### src/core/bst_pkg.sv
package bst_pkg;
    // ------------------------------------------------------------
    // register widths
    // ------------------------------------------------------------
    localparam int IR_W = 8;
    localparam int ID_W = 32;
    localparam int BSR_W = 48;
    localparam int BCR_W = 3;
    // ------------------------------------------------------------
    // reset and capture values
    // ------------------------------------------------------------
    localparam logic [7:0] IR_RESET = 8'h81;
    localparam logic [7:0] IR_CAPTURE = 8'h81;
    localparam logic [2:0] BCR_RESET = 3'h2;
    localparam int BSR_OE_HI = 47;
    localparam int BSR_OE_LO = 46;
    localparam logic [47:0] BSR_RESET = 48'hC000_0000_0000;
    // ------------------------------------------------------------
    // instruction codes and data-register selection
    // ------------------------------------------------------------
    localparam logic [7:0] OP_EXTEST = 8'h00;
    localparam logic [7:0] OP_IDCODE = 8'h81;
    localparam logic [7:0] OP_SAMPLE = 8'h82;
    localparam logic [7:0] OP_BCR = 8'h0E;
    localparam logic [7:0] OP_BYPASS = 8'hFF;
    // arbitrary identification value
    localparam logic [31:0] ID_VALUE = 32'h1234_5679;
    // ------------------------------------------------------------
    // types
    // ------------------------------------------------------------
    typedef enum logic [3:0] {
        ST_RESET, ST_IDLE, ST_SEL_DR, ST_CAP_DR, ST_SH_DR, ST_EX1_DR,
        ST_PAU_DR, ST_EX2_DR, ST_UPD_DR, ST_SEL_IR, ST_CAP_IR, ST_SH_IR,
        ST_EX1_IR, ST_PAU_IR, ST_EX2_IR, ST_UPD_IR
    } bst_state_t;
    typedef enum logic [1:0] {
        DR_BYPASS, DR_ID, DR_BSR, DR_BCR
    } bst_dr_t;
endpackage

### src/core/bst_sync.sv
`timescale 1ns/100ps
`default_nettype none
// ------------------------------------------------------------
// two-flop synchroniser for the test pins
// ------------------------------------------------------------
module bst_sync #(
    parameter int W = 3,
    parameter logic [2:0] INIT = 3'h7
) (
    input wire logic clk,
    input wire logic rst_n,
    input wire logic [W-1:0] din,
    output logic [W-1:0] dout
);
    logic [W-1:0] meta_r;
    logic [W-1:0] meta_nxt;
    logic [W-1:0] sync_nxt;

    // first flop feeds only the second
    always_comb begin
        meta_nxt = din;
        sync_nxt = meta_r;
    end

    // both stages start at the pulled-up level
    always_ff @(posedge clk or negedge rst_n) begin
        if (!rst_n) begin
            meta_r <= INIT[W-1:0];
            dout <= INIT[W-1:0];
        end else begin
            meta_r <= meta_nxt;
            dout <= sync_nxt;
        end
    end
endmodule
`default_nettype wire

### src/core/bst_tap.sv
// Operation
// - state moves on rising test clock by mode select
// - sample on rising, outputs change on falling
// - sixteen states, six stable, ten transient
// - separate instruction and data scan paths
// - power-up lands in reset state
// - mode select high reaches reset within five
// - open mode select and data read high
// - reset loads instruction 10000001
// - reset sets output-enable cells 47 and 46
// - reset loads boundary control with 010
// - selected test runs only in idle
// - select states do nothing, always leave
// - capture-data loads selected data register
// - shift-data drives serial out from bit zero
// - instruction 8, bypass 1, identification 32 bits
// - boundary 48 cells, control 3 bits
// - serial in feeds, out drains shifted register
// - control derives only from clock, mode select
// - shift starts edge after entering shift state
// - serial out floats after entering first exit
// - update-data latches on following falling edge
// - new instruction takes effect on falling edge
`timescale 1ns/100ps
`default_nettype none
module bst_tap (
    input wire logic clk,
    input wire logic rst_n,
    input wire logic tck,
    input wire logic tms,
    input wire logic tdi,
    input wire logic [bst_pkg::BSR_W-1:0] pinCapture,
    output logic tdoOut,
    output logic tdoOe_n,
    output logic testMode,
    output logic testRun,
    output logic [bst_pkg::BSR_W-1:0] bsrLatch,
    output logic [bst_pkg::BCR_W-1:0] bcrLatch,
    output logic [bst_pkg::IR_W-1:0] instruction,
    output logic [3:0] tapState
);
    // ------------------------------------------------------------
    // pin synchronisation and edge detection
    // ------------------------------------------------------------
    logic [2:0] pinSync;
    logic tckPrev_r;
    logic tckPrev_nxt;
    logic tckRise;
    logic tckFall;
    logic tmsS;
    logic tdiS;

    // open inputs sit high, so the synchroniser starts high
    bst_sync #(.W(3), .INIT(3'h7)) uSync (
        .clk(clk),
        .rst_n(rst_n),
        .din({tck, tms, tdi}),
        .dout(pinSync)
    );

    // edges of the sampled test clock
    always_comb begin
        tmsS = pinSync[1];
        tdiS = pinSync[0];
        tckPrev_nxt = pinSync[2];
        tckRise = pinSync[2] & ~tckPrev_r;
        tckFall = ~pinSync[2] & tckPrev_r;
    end

    always_ff @(posedge clk or negedge rst_n) begin
        if (!rst_n) begin
            tckPrev_r <= 1'b1;
        end else begin
            tckPrev_r <= tckPrev_nxt;
        end
    end

    // ------------------------------------------------------------
    // controller state machine
    // ------------------------------------------------------------
    bst_pkg::bst_state_t state_r;
    bst_pkg::bst_state_t state_nxt;

    // next state from mode select only
    always_comb begin
        state_nxt = state_r;
        if (tckRise) begin
            case (state_r)
                bst_pkg::ST_RESET:
                    state_nxt = tmsS ? bst_pkg::ST_RESET : bst_pkg::ST_IDLE;
                bst_pkg::ST_IDLE:
                    state_nxt = tmsS ? bst_pkg::ST_SEL_DR : bst_pkg::ST_IDLE;
                bst_pkg::ST_SEL_DR:
                    state_nxt = tmsS ? bst_pkg::ST_SEL_IR : bst_pkg::ST_CAP_DR;
                bst_pkg::ST_CAP_DR:
                    state_nxt = tmsS ? bst_pkg::ST_EX1_DR : bst_pkg::ST_SH_DR;
                bst_pkg::ST_SH_DR:
                    state_nxt = tmsS ? bst_pkg::ST_EX1_DR : bst_pkg::ST_SH_DR;
                bst_pkg::ST_EX1_DR:
                    state_nxt = tmsS ? bst_pkg::ST_UPD_DR : bst_pkg::ST_PAU_DR;
                bst_pkg::ST_PAU_DR:
                    state_nxt = tmsS ? bst_pkg::ST_EX2_DR : bst_pkg::ST_PAU_DR;
                bst_pkg::ST_EX2_DR:
                    state_nxt = tmsS ? bst_pkg::ST_UPD_DR : bst_pkg::ST_SH_DR;
                bst_pkg::ST_UPD_DR:
                    state_nxt = tmsS ? bst_pkg::ST_SEL_DR : bst_pkg::ST_IDLE;
                bst_pkg::ST_SEL_IR:
                    state_nxt = tmsS ? bst_pkg::ST_RESET : bst_pkg::ST_CAP_IR;
                bst_pkg::ST_CAP_IR:
                    state_nxt = tmsS ? bst_pkg::ST_EX1_IR : bst_pkg::ST_SH_IR;
                bst_pkg::ST_SH_IR:
                    state_nxt = tmsS ? bst_pkg::ST_EX1_IR : bst_pkg::ST_SH_IR;
                bst_pkg::ST_EX1_IR:
                    state_nxt = tmsS ? bst_pkg::ST_UPD_IR : bst_pkg::ST_PAU_IR;
                bst_pkg::ST_PAU_IR:
                    state_nxt = tmsS ? bst_pkg::ST_EX2_IR : bst_pkg::ST_PAU_IR;
                bst_pkg::ST_EX2_IR:
                    state_nxt = tmsS ? bst_pkg::ST_UPD_IR : bst_pkg::ST_SH_IR;
                bst_pkg::ST_UPD_IR:
                    state_nxt = tmsS ? bst_pkg::ST_SEL_DR : bst_pkg::ST_IDLE;
                default:
                    state_nxt = bst_pkg::ST_RESET;
            endcase
        end
    end

    // power-up in reset state
    always_ff @(posedge clk or negedge rst_n) begin
        if (!rst_n) begin
            state_r <= bst_pkg::ST_RESET;
        end else begin
            state_r <= state_nxt;
        end
    end

    // ------------------------------------------------------------
    // shift registers and shadow latches
    // ------------------------------------------------------------
    logic [bst_pkg::IR_W-1:0] irSh_r;
    logic [bst_pkg::IR_W-1:0] irSh_nxt;
    logic [bst_pkg::IR_W-1:0] ir_r;
    logic [bst_pkg::IR_W-1:0] ir_nxt;
    logic [bst_pkg::ID_W-1:0] idSh_r;
    logic [bst_pkg::ID_W-1:0] idSh_nxt;
    logic [bst_pkg::BSR_W-1:0] bsSh_r;
    logic [bst_pkg::BSR_W-1:0] bsSh_nxt;
    logic [bst_pkg::BSR_W-1:0] bsL_r;
    logic [bst_pkg::BSR_W-1:0] bsL_nxt;
    logic [bst_pkg::BCR_W-1:0] bcSh_r;
    logic [bst_pkg::BCR_W-1:0] bcSh_nxt;
    logic [bst_pkg::BCR_W-1:0] bcL_r;
    logic [bst_pkg::BCR_W-1:0] bcL_nxt;
    logic bypSh_r;
    logic bypSh_nxt;
    bst_pkg::bst_dr_t drSel;
    logic drBit;

    // instruction picks the data register
    always_comb begin
        case (ir_r)
            bst_pkg::OP_IDCODE: drSel = bst_pkg::DR_ID;
            bst_pkg::OP_EXTEST: drSel = bst_pkg::DR_BSR;
            bst_pkg::OP_SAMPLE: drSel = bst_pkg::DR_BSR;
            bst_pkg::OP_BCR: drSel = bst_pkg::DR_BCR;
            default: drSel = bst_pkg::DR_BYPASS;
        endcase
        case (drSel)
            bst_pkg::DR_ID: drBit = idSh_r[0];
            bst_pkg::DR_BSR: drBit = bsSh_r[0];
            bst_pkg::DR_BCR: drBit = bcSh_r[0];
            default: drBit = bypSh_r;
        endcase
    end

    // capture and shift on rising edges, update on falling edges
    always_comb begin
        irSh_nxt = irSh_r;
        idSh_nxt = idSh_r;
        bsSh_nxt = bsSh_r;
        bcSh_nxt = bcSh_r;
        bypSh_nxt = bypSh_r;
        ir_nxt = ir_r;
        bsL_nxt = bsL_r;
        bcL_nxt = bcL_r;
        if (tckRise) begin
            case (state_r)
                bst_pkg::ST_CAP_IR: irSh_nxt = bst_pkg::IR_CAPTURE;
                bst_pkg::ST_SH_IR:
                    irSh_nxt = {tdiS, irSh_r[bst_pkg::IR_W-1:1]};
                bst_pkg::ST_CAP_DR: begin
                    idSh_nxt = bst_pkg::ID_VALUE;
                    bypSh_nxt = 1'b0;
                    bcSh_nxt = bcL_r;
                    bsSh_nxt = pinCapture;
                end
                bst_pkg::ST_SH_DR: begin
                    case (drSel)
                        bst_pkg::DR_ID:
                            idSh_nxt = {tdiS, idSh_r[bst_pkg::ID_W-1:1]};
                        bst_pkg::DR_BSR:
                            bsSh_nxt = {tdiS, bsSh_r[bst_pkg::BSR_W-1:1]};
                        bst_pkg::DR_BCR:
                            bcSh_nxt = {tdiS, bcSh_r[bst_pkg::BCR_W-1:1]};
                        default: bypSh_nxt = tdiS;
                    endcase
                end
                default: begin
                end
            endcase
        end
        if (tckFall) begin
            case (state_r)
                bst_pkg::ST_RESET: begin
                    ir_nxt = bst_pkg::IR_RESET;
                    bsL_nxt[bst_pkg::BSR_OE_HI] = 1'b1;
                    bsL_nxt[bst_pkg::BSR_OE_LO] = 1'b1;
                    bcL_nxt = bst_pkg::BCR_RESET;
                end
                bst_pkg::ST_UPD_IR: ir_nxt = irSh_r;
                bst_pkg::ST_UPD_DR: begin
                    if (drSel == bst_pkg::DR_BSR) begin
                        bsL_nxt = bsSh_r;
                    end
                    if (drSel == bst_pkg::DR_BCR) begin
                        bcL_nxt = bcSh_r;
                    end
                end
                default: begin
                end
            endcase
        end
    end

    // reset values apply at power-up as well
    always_ff @(posedge clk or negedge rst_n) begin
        if (!rst_n) begin
            irSh_r <= bst_pkg::IR_RESET;
            ir_r <= bst_pkg::IR_RESET;
            idSh_r <= '0;
            bsSh_r <= '0;
            bsL_r <= bst_pkg::BSR_RESET;
            bcSh_r <= '0;
            bcL_r <= bst_pkg::BCR_RESET;
            bypSh_r <= 1'b0;
        end else begin
            irSh_r <= irSh_nxt;
            ir_r <= ir_nxt;
            idSh_r <= idSh_nxt;
            bsSh_r <= bsSh_nxt;
            bsL_r <= bsL_nxt;
            bcSh_r <= bcSh_nxt;
            bcL_r <= bcL_nxt;
            bypSh_r <= bypSh_nxt;
        end
    end

    // ------------------------------------------------------------
    // serial out and status outputs on falling edges, tapState on rising; testRun also clears at once in reset state
    // ------------------------------------------------------------
    logic tdoOut_nxt;
    logic tdoOe_n_nxt;
    logic testMode_nxt;
    logic testRun_nxt;

    always_comb begin
        tdoOut_nxt = tdoOut;
        tdoOe_n_nxt = tdoOe_n;
        testMode_nxt = testMode;
        testRun_nxt = testRun;
        if (tckFall) begin
            tdoOe_n_nxt = 1'b1;
            if (state_r == bst_pkg::ST_SH_IR) begin
                tdoOe_n_nxt = 1'b0;
                tdoOut_nxt = irSh_r[0];
            end else if (state_r == bst_pkg::ST_SH_DR) begin
                tdoOe_n_nxt = 1'b0;
                tdoOut_nxt = drBit;
            end
            testMode_nxt = (state_r != bst_pkg::ST_RESET) &&
                (ir_nxt == bst_pkg::OP_EXTEST);
            testRun_nxt = (state_r == bst_pkg::ST_IDLE) &&
                (ir_nxt == bst_pkg::OP_BCR);
        end
        if (state_r == bst_pkg::ST_RESET) begin
            testRun_nxt = 1'b0;
        end
    end

    always_ff @(posedge clk or negedge rst_n) begin
        if (!rst_n) begin
            tdoOut <= 1'b0;
            tdoOe_n <= 1'b1;
            testMode <= 1'b0;
            testRun <= 1'b0;
            bsrLatch <= bst_pkg::BSR_RESET;
            bcrLatch <= bst_pkg::BCR_RESET;
            instruction <= bst_pkg::IR_RESET;
            tapState <= bst_pkg::ST_RESET;
        end else begin
            tdoOut <= tdoOut_nxt;
            tdoOe_n <= tdoOe_n_nxt;
            testMode <= testMode_nxt;
            testRun <= testRun_nxt;
            bsrLatch <= bsL_nxt;
            bcrLatch <= bcL_nxt;
            instruction <= ir_nxt;
            tapState <= state_nxt;
        end
    end
endmodule
`default_nettype wire

### config.mk
export PLATFORM = sky130hd
export DESIGN_NAME = bst_tap
export DESIGN_NICKNAME = d
export VERILOG_FILES = /design/src/core/bst_pkg.sv /design/src/core/bst_sync.sv /design/src/core/bst_tap.sv
export SDC_FILE = /design/constraint.sdc
export NUM_CORES = 1
export LEC_CHECK = 0
export ABC_AREA = 1
export BUFFER_PORTS_ARGS = -buffer_cell sky130_fd_sc_hd__buf_4
export CELL_PAD_IN_SITES_DETAIL_PLACEMENT = 1
export CELL_PAD_IN_SITES_GLOBAL_PLACEMENT = 2
export CORE_MARGIN = 3
export CORE_UTILIZATION = 34
export DETAILED_ROUTE_END_ITERATION = 10
export PLACE_DENSITY = 0.76
export REMOVE_ABC_BUFFERS = 1
export SYNTH_ARGS = -nofsm -noshare
export SYNTH_HDL_FRONTEND = slang
export SYNTH_SLANG_ARGS = --single-unit
### constraint.sdc
create_clock -name clk -period 2.05 [get_ports clk]
set_input_delay 0.41 -clock clk [delete_from_list [all_inputs] [get_ports clk]]
set_output_delay 0.41 -clock clk [all_outputs]
set_load 0.005 [all_outputs]
### Yosys cells after proc, flatten, opt, wreduce, memory -nomap -nowiden

Index checks and enable logic that the tools add are counted.

* logic and storage cells: 110
* bits in registers: 166
* output and inout port bits: 67

* eq/ne operators: 28
* bitwise gates (word level): 4
* multiplexer cells: 36
* reduce and logical (&&, ||, !) cells: 25

Operators with widths (number)
* $mux W48: 2
* $pmux W48 S2: 1
* $pmux W32 S2: 1
* $pmux W4 S12: 1
* $eq A4 B4 Y1 const B: 8
* $mux W32: 1
* $pmux W8 S2: 2
* $reduce_and A3 Y1: 7
* $eq A4 B3 Y1 const B: 4
* $eq A8 B4 Y1 const B: 2
* $eq A8 B8 Y1 const B: 2
* $logic_not A8 Y1: 2
* $mux W4: 4
* $mux W3: 4
* $pmux W3 S2: 2
* $mux W1: 10
* $ne A2 B2 Y1 const B: 5
* $reduce_bool A2 Y1: 5
* $eq A4 B2 Y1 const B: 2
* $mux W8: 1
* $mux W2: 3
* $pmux W2 S3: 1
* $reduce_or A2 Y1: 3
* $reduce_or A3 Y1: 2
* other kinds (13): 18

### Depth between registers and ports, before layout

Gate-level depths: netlist (run 1).

* word-level depth: 7
* gate-level depth with buffers: 14

### Modules after synthesis

A second synthesis (run 1) with hierarchy kept.

* cells, all modules: 814
* area total of the unflattened synthesis: 7474.7 sq um

By module, submodules not included
* bst_tap: area an instance 7317.0 sq um, cells each 808, times used 1
* bst_sync: area an instance 157.7 sq um, cells each 6, times used 1

### Worst setup path after synthesis (run 1)

OpenSTA, ideal clock, no wires.

* path kind: reg2reg
* from: register uSync.dout[2]
* to: register bsSh_r[12] in the netlist's numbering
* data arrival time: 1.536 ns
* path buffers: 2
* setup time: 0.130 ns
* slack: 0.384 ns
* data required time: 1.920 ns
* cell stages (with the launch flop): 10
* path through: dfstp_2 -> inv_1 -> nor2_1 -> inv_2 -> nor2_2 -> o21ai_2 -> buf_6 -> buf_6 -> nand2_1 -> o21ai_1

* cells in the longest elaborated chain, start to end: 2

Ends and longest elaborated chain
* start, declared: line bst_sync.sv:13 `output logic [W-1:0] dout`
* start signal, assigned: line bst_sync.sv:29 `dout <= INIT[W-1:0];`
* start signal, assigned: line bst_sync.sv:32 `dout <= sync_nxt;`
* $and A1 B1 Y1: line bst_tap.sv:66 `tckRise = pinSync[2] & ~tckPrev_r;`
* $reduce_and A3 Y1 (no source line)
* end signal, assigned: line bst_tap.sv:249 `bsSh_r <= bsSh_nxt;`
* end, declared: line bst_tap.sv:145 `logic [bst_pkg::BSR_W-1:0] bsSh_r;`

No other way between the ends.
A chain may end at the register's enable or synchronous reset.

==> run_results.csv, run 1 <==
group,metric,value,unit
yosys,synth_ff_type,"dfrtp_1",
route,drt-total-wl,20.2,mm
timing,drv_slew,0,
yosys,syn-cell-area,7280,sq um
yosys,synth_fa_ha_area_share,0,%
clocking,htreeDepth,4,
clocking,clkSinkCount,166,
clocking,clk_path_buf_depth,2,
critical_path,cp_max_fo,24,
timing,finalSetupTns,0,ns
timing,worst_slew_pin_slew,0.431,ns
floorplan,num_rows,52,
place,hpwl,14.1,mm
yosys,synthArstFlopShare,100,%
floorplan,num_io_pins,120,
route,route.detailed.drc,0,
power_and_ir_drop,power.leakage,4.71,nW
layout,n_antenna_cell,0,
floorplan,initial_utilization,35.3,%
critical_path,path_class,"reg -> reg",
clocking,clock-root-buffer,"clkbuf_16",
route,vias,5940,
critical_path,cp.required,2.42,ns
critical_path,critPathCaptureType,"register",
route,drt_iter0_drc,206,
timing,period_share,95.4,%
floorplan,dieArea,23200,sq um
yosys,synth-xor-area-share,0,%
yosys,yosysTopAreaCellShare,51.9,%
timing,fmax,0.512,GHz
yosys,netlist_top_cells_area,"dfrtp_1 52%, nand2_1 16%, mux2i_1 5.9%",
route,routed_via_density,4.84,
timing,hold_viol,0,
layout,fin_nets,997,
global_routing,grt_pass1_wl,33.8,mm
timing,whs,0.0929,ns
yosys,synth.distinct_cells,31,
place,dpl_cell_area,8570,sq um
clocking,cts-buffers-inserted,17,
layout,fin_area,9240,sq um
clocking,cts.clk_slew.worst_paths,0.07,ns
floorplan,core_area,20600,sq um
critical_path,critPathArrivalTime,2.32,ns
timing,slew_headroom,71.2,%
global_routing,grt_use_total,17.7,%
clocking,cts_tree,"yes",
global_routing,grt_pass1_vias,6563,
layout,area_growth,26.9,%
route,first_pass_iters,4,
critical_path,critPathLaunchType,"register",
global_routing,antenna_found_initial,0,
global_routing,grt_max_degree,64,
route,ant_nets,0,
timing,rsz0062_at_grt,"true",
yosys,synthCells,817,
yosys,avgSynthCellArea,8.91,sq um
timing,setup_viol,0,
power_and_ir_drop,p_per_area,1150,nW/um^2
place,portBuffers,119,
yosys,yosysMostFrequentCell,"nand2_1",
yosys,ys_seq_area_share,57.3,%
global_routing,gr-total-overflow,0,
place,gp_congestion,0.820,
layout,final_cells,1227,
worst_hold_path,hold_class,"in -> reg",
yosys,synth-compound-area-share,9.07,%
yosys,ys_ff_latch,166,
timing,fin_ws,0.0950,ns
power_and_ir_drop,ir_drop,0.538,mV
timing,finClkSkew,0.0163,ns
place,pre_cts_slack,0.0726,ns
yosys,synth_warnings,0,
layout,final_util,44.8,%
clocking,clock_latency,0.43,ns
floorplan,die_h,152,um
yosys,yosys.area.top_type,"dfrtp_1",
outcome,outcome,"complete, no violations",
layout,drive_above_1_share,22.5,%
route,wl_per_cell,16.5,um
flow_run,cap_violations,0,
yosys,synth_edf_count,0,
yosys,synth_top_family_by_area,"simple AND/OR/NAND/NOR gates",
place,dpl.cell_count,1193,
timing,period_needed,1.95,ns
floorplan,dieWidth,152,um
yosys,yosys.area_share.simple,21.9,%
yosys,yosys-top-cells-count,"311 x nand2_1, 151 x dfrtp_1, 58 x o21ai_0, 47 x o21ai_1, 43 x mux2i_1",
yosys,muxShareOfSynthArea,5.91,%
power_and_ir_drop,total_power,10.6,mW
flip-flops by register name, summed over array words and instances, names as in the netlist:
register      flops
tdoOe_n           1
uSync.dout        3
tdoOut            1
tapState          4
uSync.meta_r      3
instruction       8
testMode          1
testRun           1
idSh_r           32
tckPrev_r         1
bsrLatch         48
bcrLatch          3
bypSh_r           1
bcSh_r            3
bsSh_r           48
irSh_r            8
cell families (layout without fill, tap and decap cells):
group | Yosys count | in the layout
AND/OR/NAND/NOR | 399 | 399
AO/OA/AOI/OAI | 125 | 125
buffers and inverters | 84 | 224
multiplexers | 43 | 43
flip-flops | 166 | 166
cell usage in the layout (no fill, tap or decap), types with 2 or more instances in the layout:
cell        Yosys  layout
o31ai_1         2       2
o211ai_1        2       2
nand4_1         2       2
clkbuf_16       0      17
inv_8           0       2
nand2_1       311     311
o21ai_1        47      47
inv_6           0       5
dfrtp_1       151     151
buf_6           9       3
a21oi_1         7       7
nand3_1        42      41
o21ai_0        58      57
mux2i_1        43      43
dfstp_2        15      15
nor2_2          4       5
inv_1          39      39
nor2_1         33      32
buf_12          0       8
inv_2           8       7
nand2_2         3       3
o21ai_2         3       3
clkinvlp_4      0       2
buf_4           4     133
nor3_1          2       2
bufinv_16       0       4
repair_timing:
item,4_1_cts,5_1_grt
setup buffers,0,1
hold endpoints to repair,16,0
gates resized for setup,0,7
setup endpoints to repair,0,80
hold buffers,1,0
metal layers:
metal  global-route usage (%)  vias to the layer above  part of all wire [%]
met5                        0                        -                     0
met2                     30.1                       95                    48
met3                     6.31                       10                   6.4
li1                         -                     2893                     -
met4                     3.47                        0                  0.60
met1                     21.9                     2942                    45
report_power, final:
group | total (mW) | internal (mW) | switching (mW)
registers | 4.74 | 4.13 | 0.606
clock network | 3.52 | 2.08 | 1.44
logic | 2.37 | 0.993 | 1.38
total | 10.6 | 7.20 | 3.42
worst max-delay path, stage by stage (launching register included):
cell,delay [ns]
dfrtp_1,0.46
nor2_1,0.17
nand3_1,0.12
o21ai_2,0.38
nor3b_4,0.25
buf_4,0.18
buf_12,0.18
nand2_1,0.08
nand2_1,0.06
worst paths after layout:
| kind | endpoint | depth (start not counted) | slack [ns] | start |
|---|---|---|---|---|
| min in group asynchronous | irSh_r[4]$_DFFE_PN0P_ | 2 | 0.44 | rst_n |
| max in group asynchronous | uSync.meta_r[2]$_DFF_PN1_ | 3 | 0.90 | rst_n |
| min | uSync.meta_r[0]$_DFF_PN1_ | 1 | 0.09 | tdi |
| max reg2reg | bsrLatch[37]$_DFFE_PN0P_ | 8 | 0.1 | instruction[3]$_DFF_PN0_ |
| max | bsrLatch[37]$_DFFE_PN0P_ | 8 | 0.1 | instruction[3]$_DFF_PN0_ |
| min reg2reg | uSync.dout[2]$_DFF_PN1_ | 0 | 0.36 | uSync.meta_r[2]$_DFF_PN1_ |
final cells by class:
| cell class | count | area (sq um) |
|---|---|---|
| Clock buffer | 17 | 425 |
| Clock inverter | 15 | 215 |
| Fill cell | 2375 | 11400 |
| Inverter | 47 | 179 |
| Multi-Input combinational cell | 567 | 2710 |
| Sequential cell | 166 | 4170 |
| Tap cell | 270 | 338 |
| Timing Repair Buffer | 145 | 1200 |
No activity file was read; power rests on OpenSTA's default activity.
==> run 2: changes to the inputs <==
- CORE_UTILIZATION: 34 -> 35
- PLACE_DENSITY: 0.76 -> 0.77
- SYNTH_HIERARCHICAL: not set -> 1
==> run 2 against run 1 <==
Clock skew fell by 0.0038 ns. Worst setup slack improved by 0.092 ns. First-iteration DRC count fell by 14%. Largest power group unchanged.
==> run_results.csv, run 2 <==
group,metric,value,unit
floorplan,dieWidth,152,um
critical_path,path_class,"reg -> reg",
yosys,avgSynthCellArea,9.18,sq um
global_routing,antenna_found_initial,1,
power_and_ir_drop,power.leakage,4.35,nW
global_routing,grt_use_total,17.2,%
critical_path,reg2reg_slack,0.19,ns
power_and_ir_drop,total_power,10.3,mW
global_routing,gr-total-overflow,0,
critical_path,critPathCaptureType,"register",
clocking,htreeDepth,4,
critical_path,critPathLaunchType,"register",
critical_path,cp.required,2.35,ns
worst_hold_path,whs_endpoint,"uSync/meta_r[0]$_DFF_PN1_",
floorplan,num_rows,52,
worst_hold_path,min_path_cells,1,
place,gp_congestion,0.798,
critical_path,crit_chain,"inv_1 > nand2_2 > nor2_4 > buf_12 > buf_4 > nand2_1 > o211ai_1 > o21ai_0",
clocking,cts-buffers-inserted,17,
route,drt_iter0_drc,177,
power_and_ir_drop,ir_drop,0.593,mV
floorplan,dieArea,23100,sq um
timing,slew_headroom,66.7,%
yosys,yosys.area.top_type,"dfrtp_1",
route,first_pass_iters,4,
layout,multi_input_area,2700,sq um
place,dpl_cell_area,8760,sq um
yosys,synth_ff_type,"dfrtp_1",
floorplan,num_io_pins,120,
layout,fill_cells,2375,
flow_run,cap_violations,0,
route,routed_via_density,4.92,
layout,seq_area,4170,sq um
critical_path,timing.rr.end,"bsSh_r[2]$_DFFE_PN0P_",
critical_path,rr_startpoint,"tapState[3]$_DFFE_PN0P_",
timing,setup_viol,0,
floorplan,die_h,152,um
yosys,synth_warnings,6,
yosys,synth_edf_count,0,
clocking,cts_tree,"yes",
layout,final_cell_mix,"210 x nand2_1, 151 x dfrtp_1, 132 x buf_4",
yosys,synthArstFlopShare,100,%
power_and_ir_drop,p_per_area,1100,nW/um^2
timing,worst_slew_pin_slew,0.500,ns
route,route.detailed.drc,0,
yosys,netlist_top_cells_area,"dfrtp_1 51%, nand2_1 11%, o21ai_0 7.7%",
yosys,yosysMostFrequentCell,"nand2_1",
route,ant_nets,0,
layout,n_antenna_cell,0,
place,portBuffers,119,
route,wl_per_cell,15.8,um
timing,finClkSkew,0.0125,ns
critical_path,cp_max_fo,29,
yosys,synth.distinct_cells,33,
layout,mostFrequentLayoutCell,"nand2_1",
yosys,yosysTopAreaCellShare,50.6,%
layout,fin_nets,987,
global_routing,grt_pass1_wl,32.9,mm
timing,whs,0.0904,ns
timing,period_share,90.9,%
timing,fmax,0.537,GHz
place,hpwl,13.7,mm
floorplan,core_area,20600,sq um
yosys,ys_seq_area_share,55.8,%
clocking,clk_path_buf_depth,2,
worst_hold_path,hold_class,"in -> reg",
critical_path,cp_slowest_cell,"dfrtp_1",
layout,top_regs,"bsSh_r: 48 flops, bsrLatch: 48 flops, idSh_r: 32 flops",
layout,drive_above_1_share,27.2,%
timing,rsz0062_at_grt,"false",
clocking,clock-root-buffer,"clkbuf_16",
global_routing,grt_max_degree,65,
timing,drv_slew,0,
clocking,clock_latency,0.42,ns
route,drt-total-wl,19.3,mm
timing,hold_viol,0,
floorplan,initial_utilization,36.2,%
worst_hold_path,min_from,"tdi",
critical_path,worst-path-buf-inv,3,
timing,period_needed,1.86,ns
yosys,yosys-top-cells-count,"210 x nand2_1, 151 x dfrtp_1, 115 x o21ai_0, 84 x inv_1, 47 x nor2_1",
clocking,clkSinkCount,166,
critical_path,crit_family,"buffers and inverters",
critical_path,critPathArrivalTime,2.16,ns
global_routing,grt_pass1_vias,6375,
critical_path,worst_r2r_path_depth,8,
critical_path,slowest_delay,0.44,ns
yosys,ys_ff_latch,166,
layout,final_util,45.4,%
critical_path,path_depth,8,
yosys,syn-cell-area,7470,sq um
clocking,cts.clk_slew.worst_paths,0.07,ns
route,vias,5983,
yosys,synthCells,814,
layout,area_growth,25.3,%
layout,fin_area,9360,sq um
outcome,outcome,"complete, no violations",
[run 2: cell count changes after synthesis, sizes merged, moves of 6 or more]
cell,before,now
o211ai,2,47
inv,47,89
nor2,38,50
clkbuf,10,16
mux2i,43,0
o21ai,108,158
nand2,314,216
nand3,42,16
[run 2: power by group]
group	internal [mW]	switching (mW)	leakage, nW
logic	0.963	1.69	1.95
clock network	1.77	1.42	0.276
registers	4.11	0.363	2.12
total	6.84	3.47	4.35
[run 2: metrics by stage]
stage / instances / setup TNS (ns) / setup slack (ns)
5_1_grt: 1217 / 0 / 0.00565
6_report: 1217 / 0 / 0.187
4_1_cts: 1217 / 0 / 0.171
3_3_place_gp: 1184 / 0 / 0.231
3_5_place_dp: 1184 / 0 / 0.189
2_1_floorplan: 770 / -308.32 / -3.40
[run 2: cells by family after synthesis]
logic type	synth area share, %
buffers and inverters	8.35
flip-flops	55.8
AND/OR/NAND/NOR	15.9
AO/OA/AOI/OAI	20.0
[run 2: per-layer routing]
metal  track usage (%)  share of wire [%]
met2              29.1                 51
met4              5.14                1.6
met5                 0               0.10
met1              21.7                 44
met3              4.40                3.9
[run 2: final cells by class]
class	count	share of cell area, %
clock inverters	13	1.42
repair buffers	145	13.2
clock buffers	19	4.84
well taps	270	3.61
flip-flops and latches	166	44.6
multi-input cells	515	28.8
inverters	89	3.59
[run 2: worst max-delay path by stage]
stage / startpoint / endpoint / slack, ns
final: tapState[3]$_DFFE_PN0P_ / bsSh_r[2]$_DFFE_PN0P_ / 0.19
after global routing: tckPrev_r$_DFF_PN1_ / bcrLatch[2]$_DFFE_PN0P_ / 0.006
after CTS: tapState[3]$_DFFE_PN0P_ / bsSh_r[2]$_DFFE_PN0P_ / 0.17
after detailed placement: tapState[3]$_DFFE_PN0P_ / bsSh_r[2]$_DFFE_PN0P_ / 0.19
after global placement: tckPrev_r$_DFF_PN1_ / bcrLatch[1]$_DFFE_PN1P_ / 0.23
after floorplan: tapState[0]$_DFFE_PN0P_ / bcSh_r[1]$_DFFE_PN0P_ / -3.40
[run 2: repair_timing]
action	in CTS	in global routing
hold endpoints to repair	33	0
gates resized for setup	0	1
setup endpoints to repair	0	4
hold buffers	1	0
setup buffers	0	0
==> run 3: changes to the inputs <==
- CORE_MARGIN: 3 -> not set
- CORE_UTILIZATION: 35 -> 39
- CTS_BUF_LIST: not set -> sky130_fd_sc_hd__clkbuf_8
- PLACE_DENSITY: 0.77 -> 0.85
- clock period: 2.05 -> 2.27 ns (I/O delays scaled with it)
==> run 3 against run 2 <==
Critical path depth up 2. Routed wire length down 2.4%. Via count up 0.17%. Sequential power down 9.6%. Utilization up 3.2 points. Worst hold slack better by 0.013 ns. Clock-buffer cell count down 1. Final cell count down 3.5%. Non-clock buffer count down 6. Critical path type unchanged. Largest power group unchanged.
==> run_results.csv, run 3 (synthesis gave the netlist of run 2 again) <==
group,metric,value,unit
critical_path,path_class,"reg -> reg",
route,drt-total-wl,18.8,mm
critical_path,critPathArrivalTime,2.29,ns
worst_hold_path,hold_class,"in -> reg",
critical_path,rr_startpoint,"tapState[0]$_DFFE_PN0P_",
global_routing,gr-total-overflow,0,
layout,area_growth,22.0,%
timing,fmax,0.508,GHz
layout,fin_nets,981,
timing,rsz0062_at_grt,"false",
floorplan,initial_utilization,39.8,%
timing,period_share,86.7,%
clocking,clock_latency,0.45,ns
timing,drv_slew,0,
clocking,cts_tree,"yes",
route,route.detailed.drc,0,
timing,hold_viol,0,
timing,finalSetupTns,0,ns
outcome,outcome,"complete, no violations",
clocking,cts_setup_buffers,0,
critical_path,critPathCaptureType,"register",
critical_path,reg2reg_slack,0.30,ns
place,pre_cts_slack,0.315,ns
layout,fill_cells,2171,
route,ant_nets,0,
critical_path,crit_chain,"inv_1 > nand2_1 > nor2_4 > buf_4 > nand2_2 > nand2_4 > inv_4 > buf_12 > o211ai_1 > o21ai_0",
critical_path,critPathLaunchType,"register",
clocking,cts_resized,0,
critical_path,slowest_delay,0.40,ns
layout,multi_input_area,2690,sq um
layout,final_cell_mix,"210 x nand2_1, 151 x dfrtp_1, 127 x buf_4",
route,first_pass_iters,4,
global_routing,grt_pass1_wl,32.3,mm
route,routed_via_density,5.10,
layout,mostFrequentLayoutCell,"nand2_1",
layout,seq_area,4170,sq um
worst_hold_path,min_from,"tck",
clocking,clock-root-buffer,"clkbuf_8",
route,vias,5993,
critical_path,cp_slowest_cell,"dfrtp_1",
clocking,htreeDepth,4,
floorplan,num_rows,50,
timing,period_needed,1.97,ns
floorplan,num_io_pins,120,
critical_path,timing.rr.end,"bsSh_r[2]$_DFFE_PN0P_",
place,gp_congestion,0.799,
route,drt_iter0_drc,280,
global_routing,grt_use_total,20.7,%
global_routing,grt_pass1_vias,6403,
global_routing,grt_max_degree,93,
critical_path,cp_max_fo,57,
timing,fin_ws,0.302,ns
place,hpwl,13.1,mm
clocking,clkSinkCount,166,
layout,n_antenna_cell,0,
route,wl_per_cell,16.0,um
floorplan,die_h,140,um
timing,finClkSkew,0.0129,ns
timing,setup_viol,0,
clocking,cts-buffers-inserted,17,
clocking,cts.clk_slew.worst_paths,0.09,ns
critical_path,worst_r2r_path_depth,10,
timing,whs,0.103,ns
power_and_ir_drop,power.leakage,4.28,nW
clocking,clk_path_buf_depth,2,
worst_hold_path,min_path_cells,1,
worst_hold_path,whs_endpoint,"uSync/meta_r[2]$_DFF_PN1_",
flow_run,cap_violations,0,
power_and_ir_drop,ir_drop,0.527,mV
clocking,ctsHoldBuffers,1,
layout,final_util,48.6,%
layout,drive_above_1_share,26.2,%
floorplan,dieArea,19700,sq um
layout,top_regs,"bsSh_r: 48 flops, bsrLatch: 48 flops, idSh_r: 32 flops",
global_routing,antenna_found_initial,0,
power_and_ir_drop,p_per_area,967,nW/um^2
critical_path,cp.required,2.59,ns
timing,worst_slew_pin_slew,0.590,ns
floorplan,dieWidth,140,um
place,portBuffers,119,
timing,slew_headroom,60.7,%
floorplan,core_area,18800,sq um
## run 3: cell count changes in the layout (fill, tap and decap cells not counted), moves of 2 or more
cell | before | now
clkbuf_16 | 17 | 0
bufinv_16 | 1 | 5
buf_4 | 132 | 127
clkinvlp_4 | 4 | 1
clkbuf_8 | 2 | 18
inv_6 | 5 | 3
inv_1 | 84 | 88
## run 3: power by group
part / internal, mW / switching, mW
Combinational: 0.832 / 1.50
Clock: 1.34 / 1.11
Sequential: 3.71 / 0.333
Total: 5.88 / 2.94
## run 3: how the worst max path moves through the flow
| stage | startpoint | to | slack [ns] | depth (start not counted) |
|---|---|---|---|---|
| floorplan | tapState[0]$_DFFE_PN0P_ | bcSh_r[1]$_DFFE_PN0P_ | -3.18 | 7 |
| global placement | tapState[1]$_DFFE_PN0P_ | bsSh_r[2]$_DFFE_PN0P_ | 0.45 | 10 |
| detailed placement | tapState[0]$_DFFE_PN0P_ | bsSh_r[1]$_DFFE_PN0P_ | 0.31 | 10 |
| CTS | tapState[0]$_DFFE_PN0P_ | bsSh_r[2]$_DFFE_PN0P_ | 0.27 | 10 |
| global route | tapState[0]$_DFFE_PN0P_ | idSh_r[29]$_DFFE_PN0P_ | 0.10 | 9 |
| finish | tapState[0]$_DFFE_PN0P_ | bsSh_r[2]$_DFFE_PN0P_ | 0.30 | 10 |
## run 3: worst max-delay path: cells and delay by family, from the launching register on
kind	cells	cell delay [ns]
buf+inv	4	0.70
compound gates	2	0.23
flops	1	0.40
simple gates	4	0.48
## run 3: per-stage QoR
step	instance area [sq um]	std cells	power (mW)
after CTS	9120	1175	8.95
after floorplan	7190	770	5.51
final	9120	1175	8.82
after detailed placement	8650	1142	6.46
after global placement	8650	1142	6.30
after global routing	9120	1175	9.44
## run 3: area by class of cell
type / count / share of cell area [%]
Timing Repair Buffer: 139 / 12.9
Multi-Input combinational cell: 515 / 29.5
Sequential cell: 166 / 45.8
Clock inverter: 14 / 2.28
Inverter: 89 / 3.69
Tap cell: 234 / 3.21
Clock buffer: 18 / 2.72
## run 3: routing by layer
layer  track usage (%)  part of all wire (%)  vias to the layer above
li1                  -                     -                     2885
met1              26.0                    44                     2993
met2              35.3                    50                       96
met3              4.72                   3.6                       19
met4              6.88                   1.7                        0
met5                 0                     0                        -
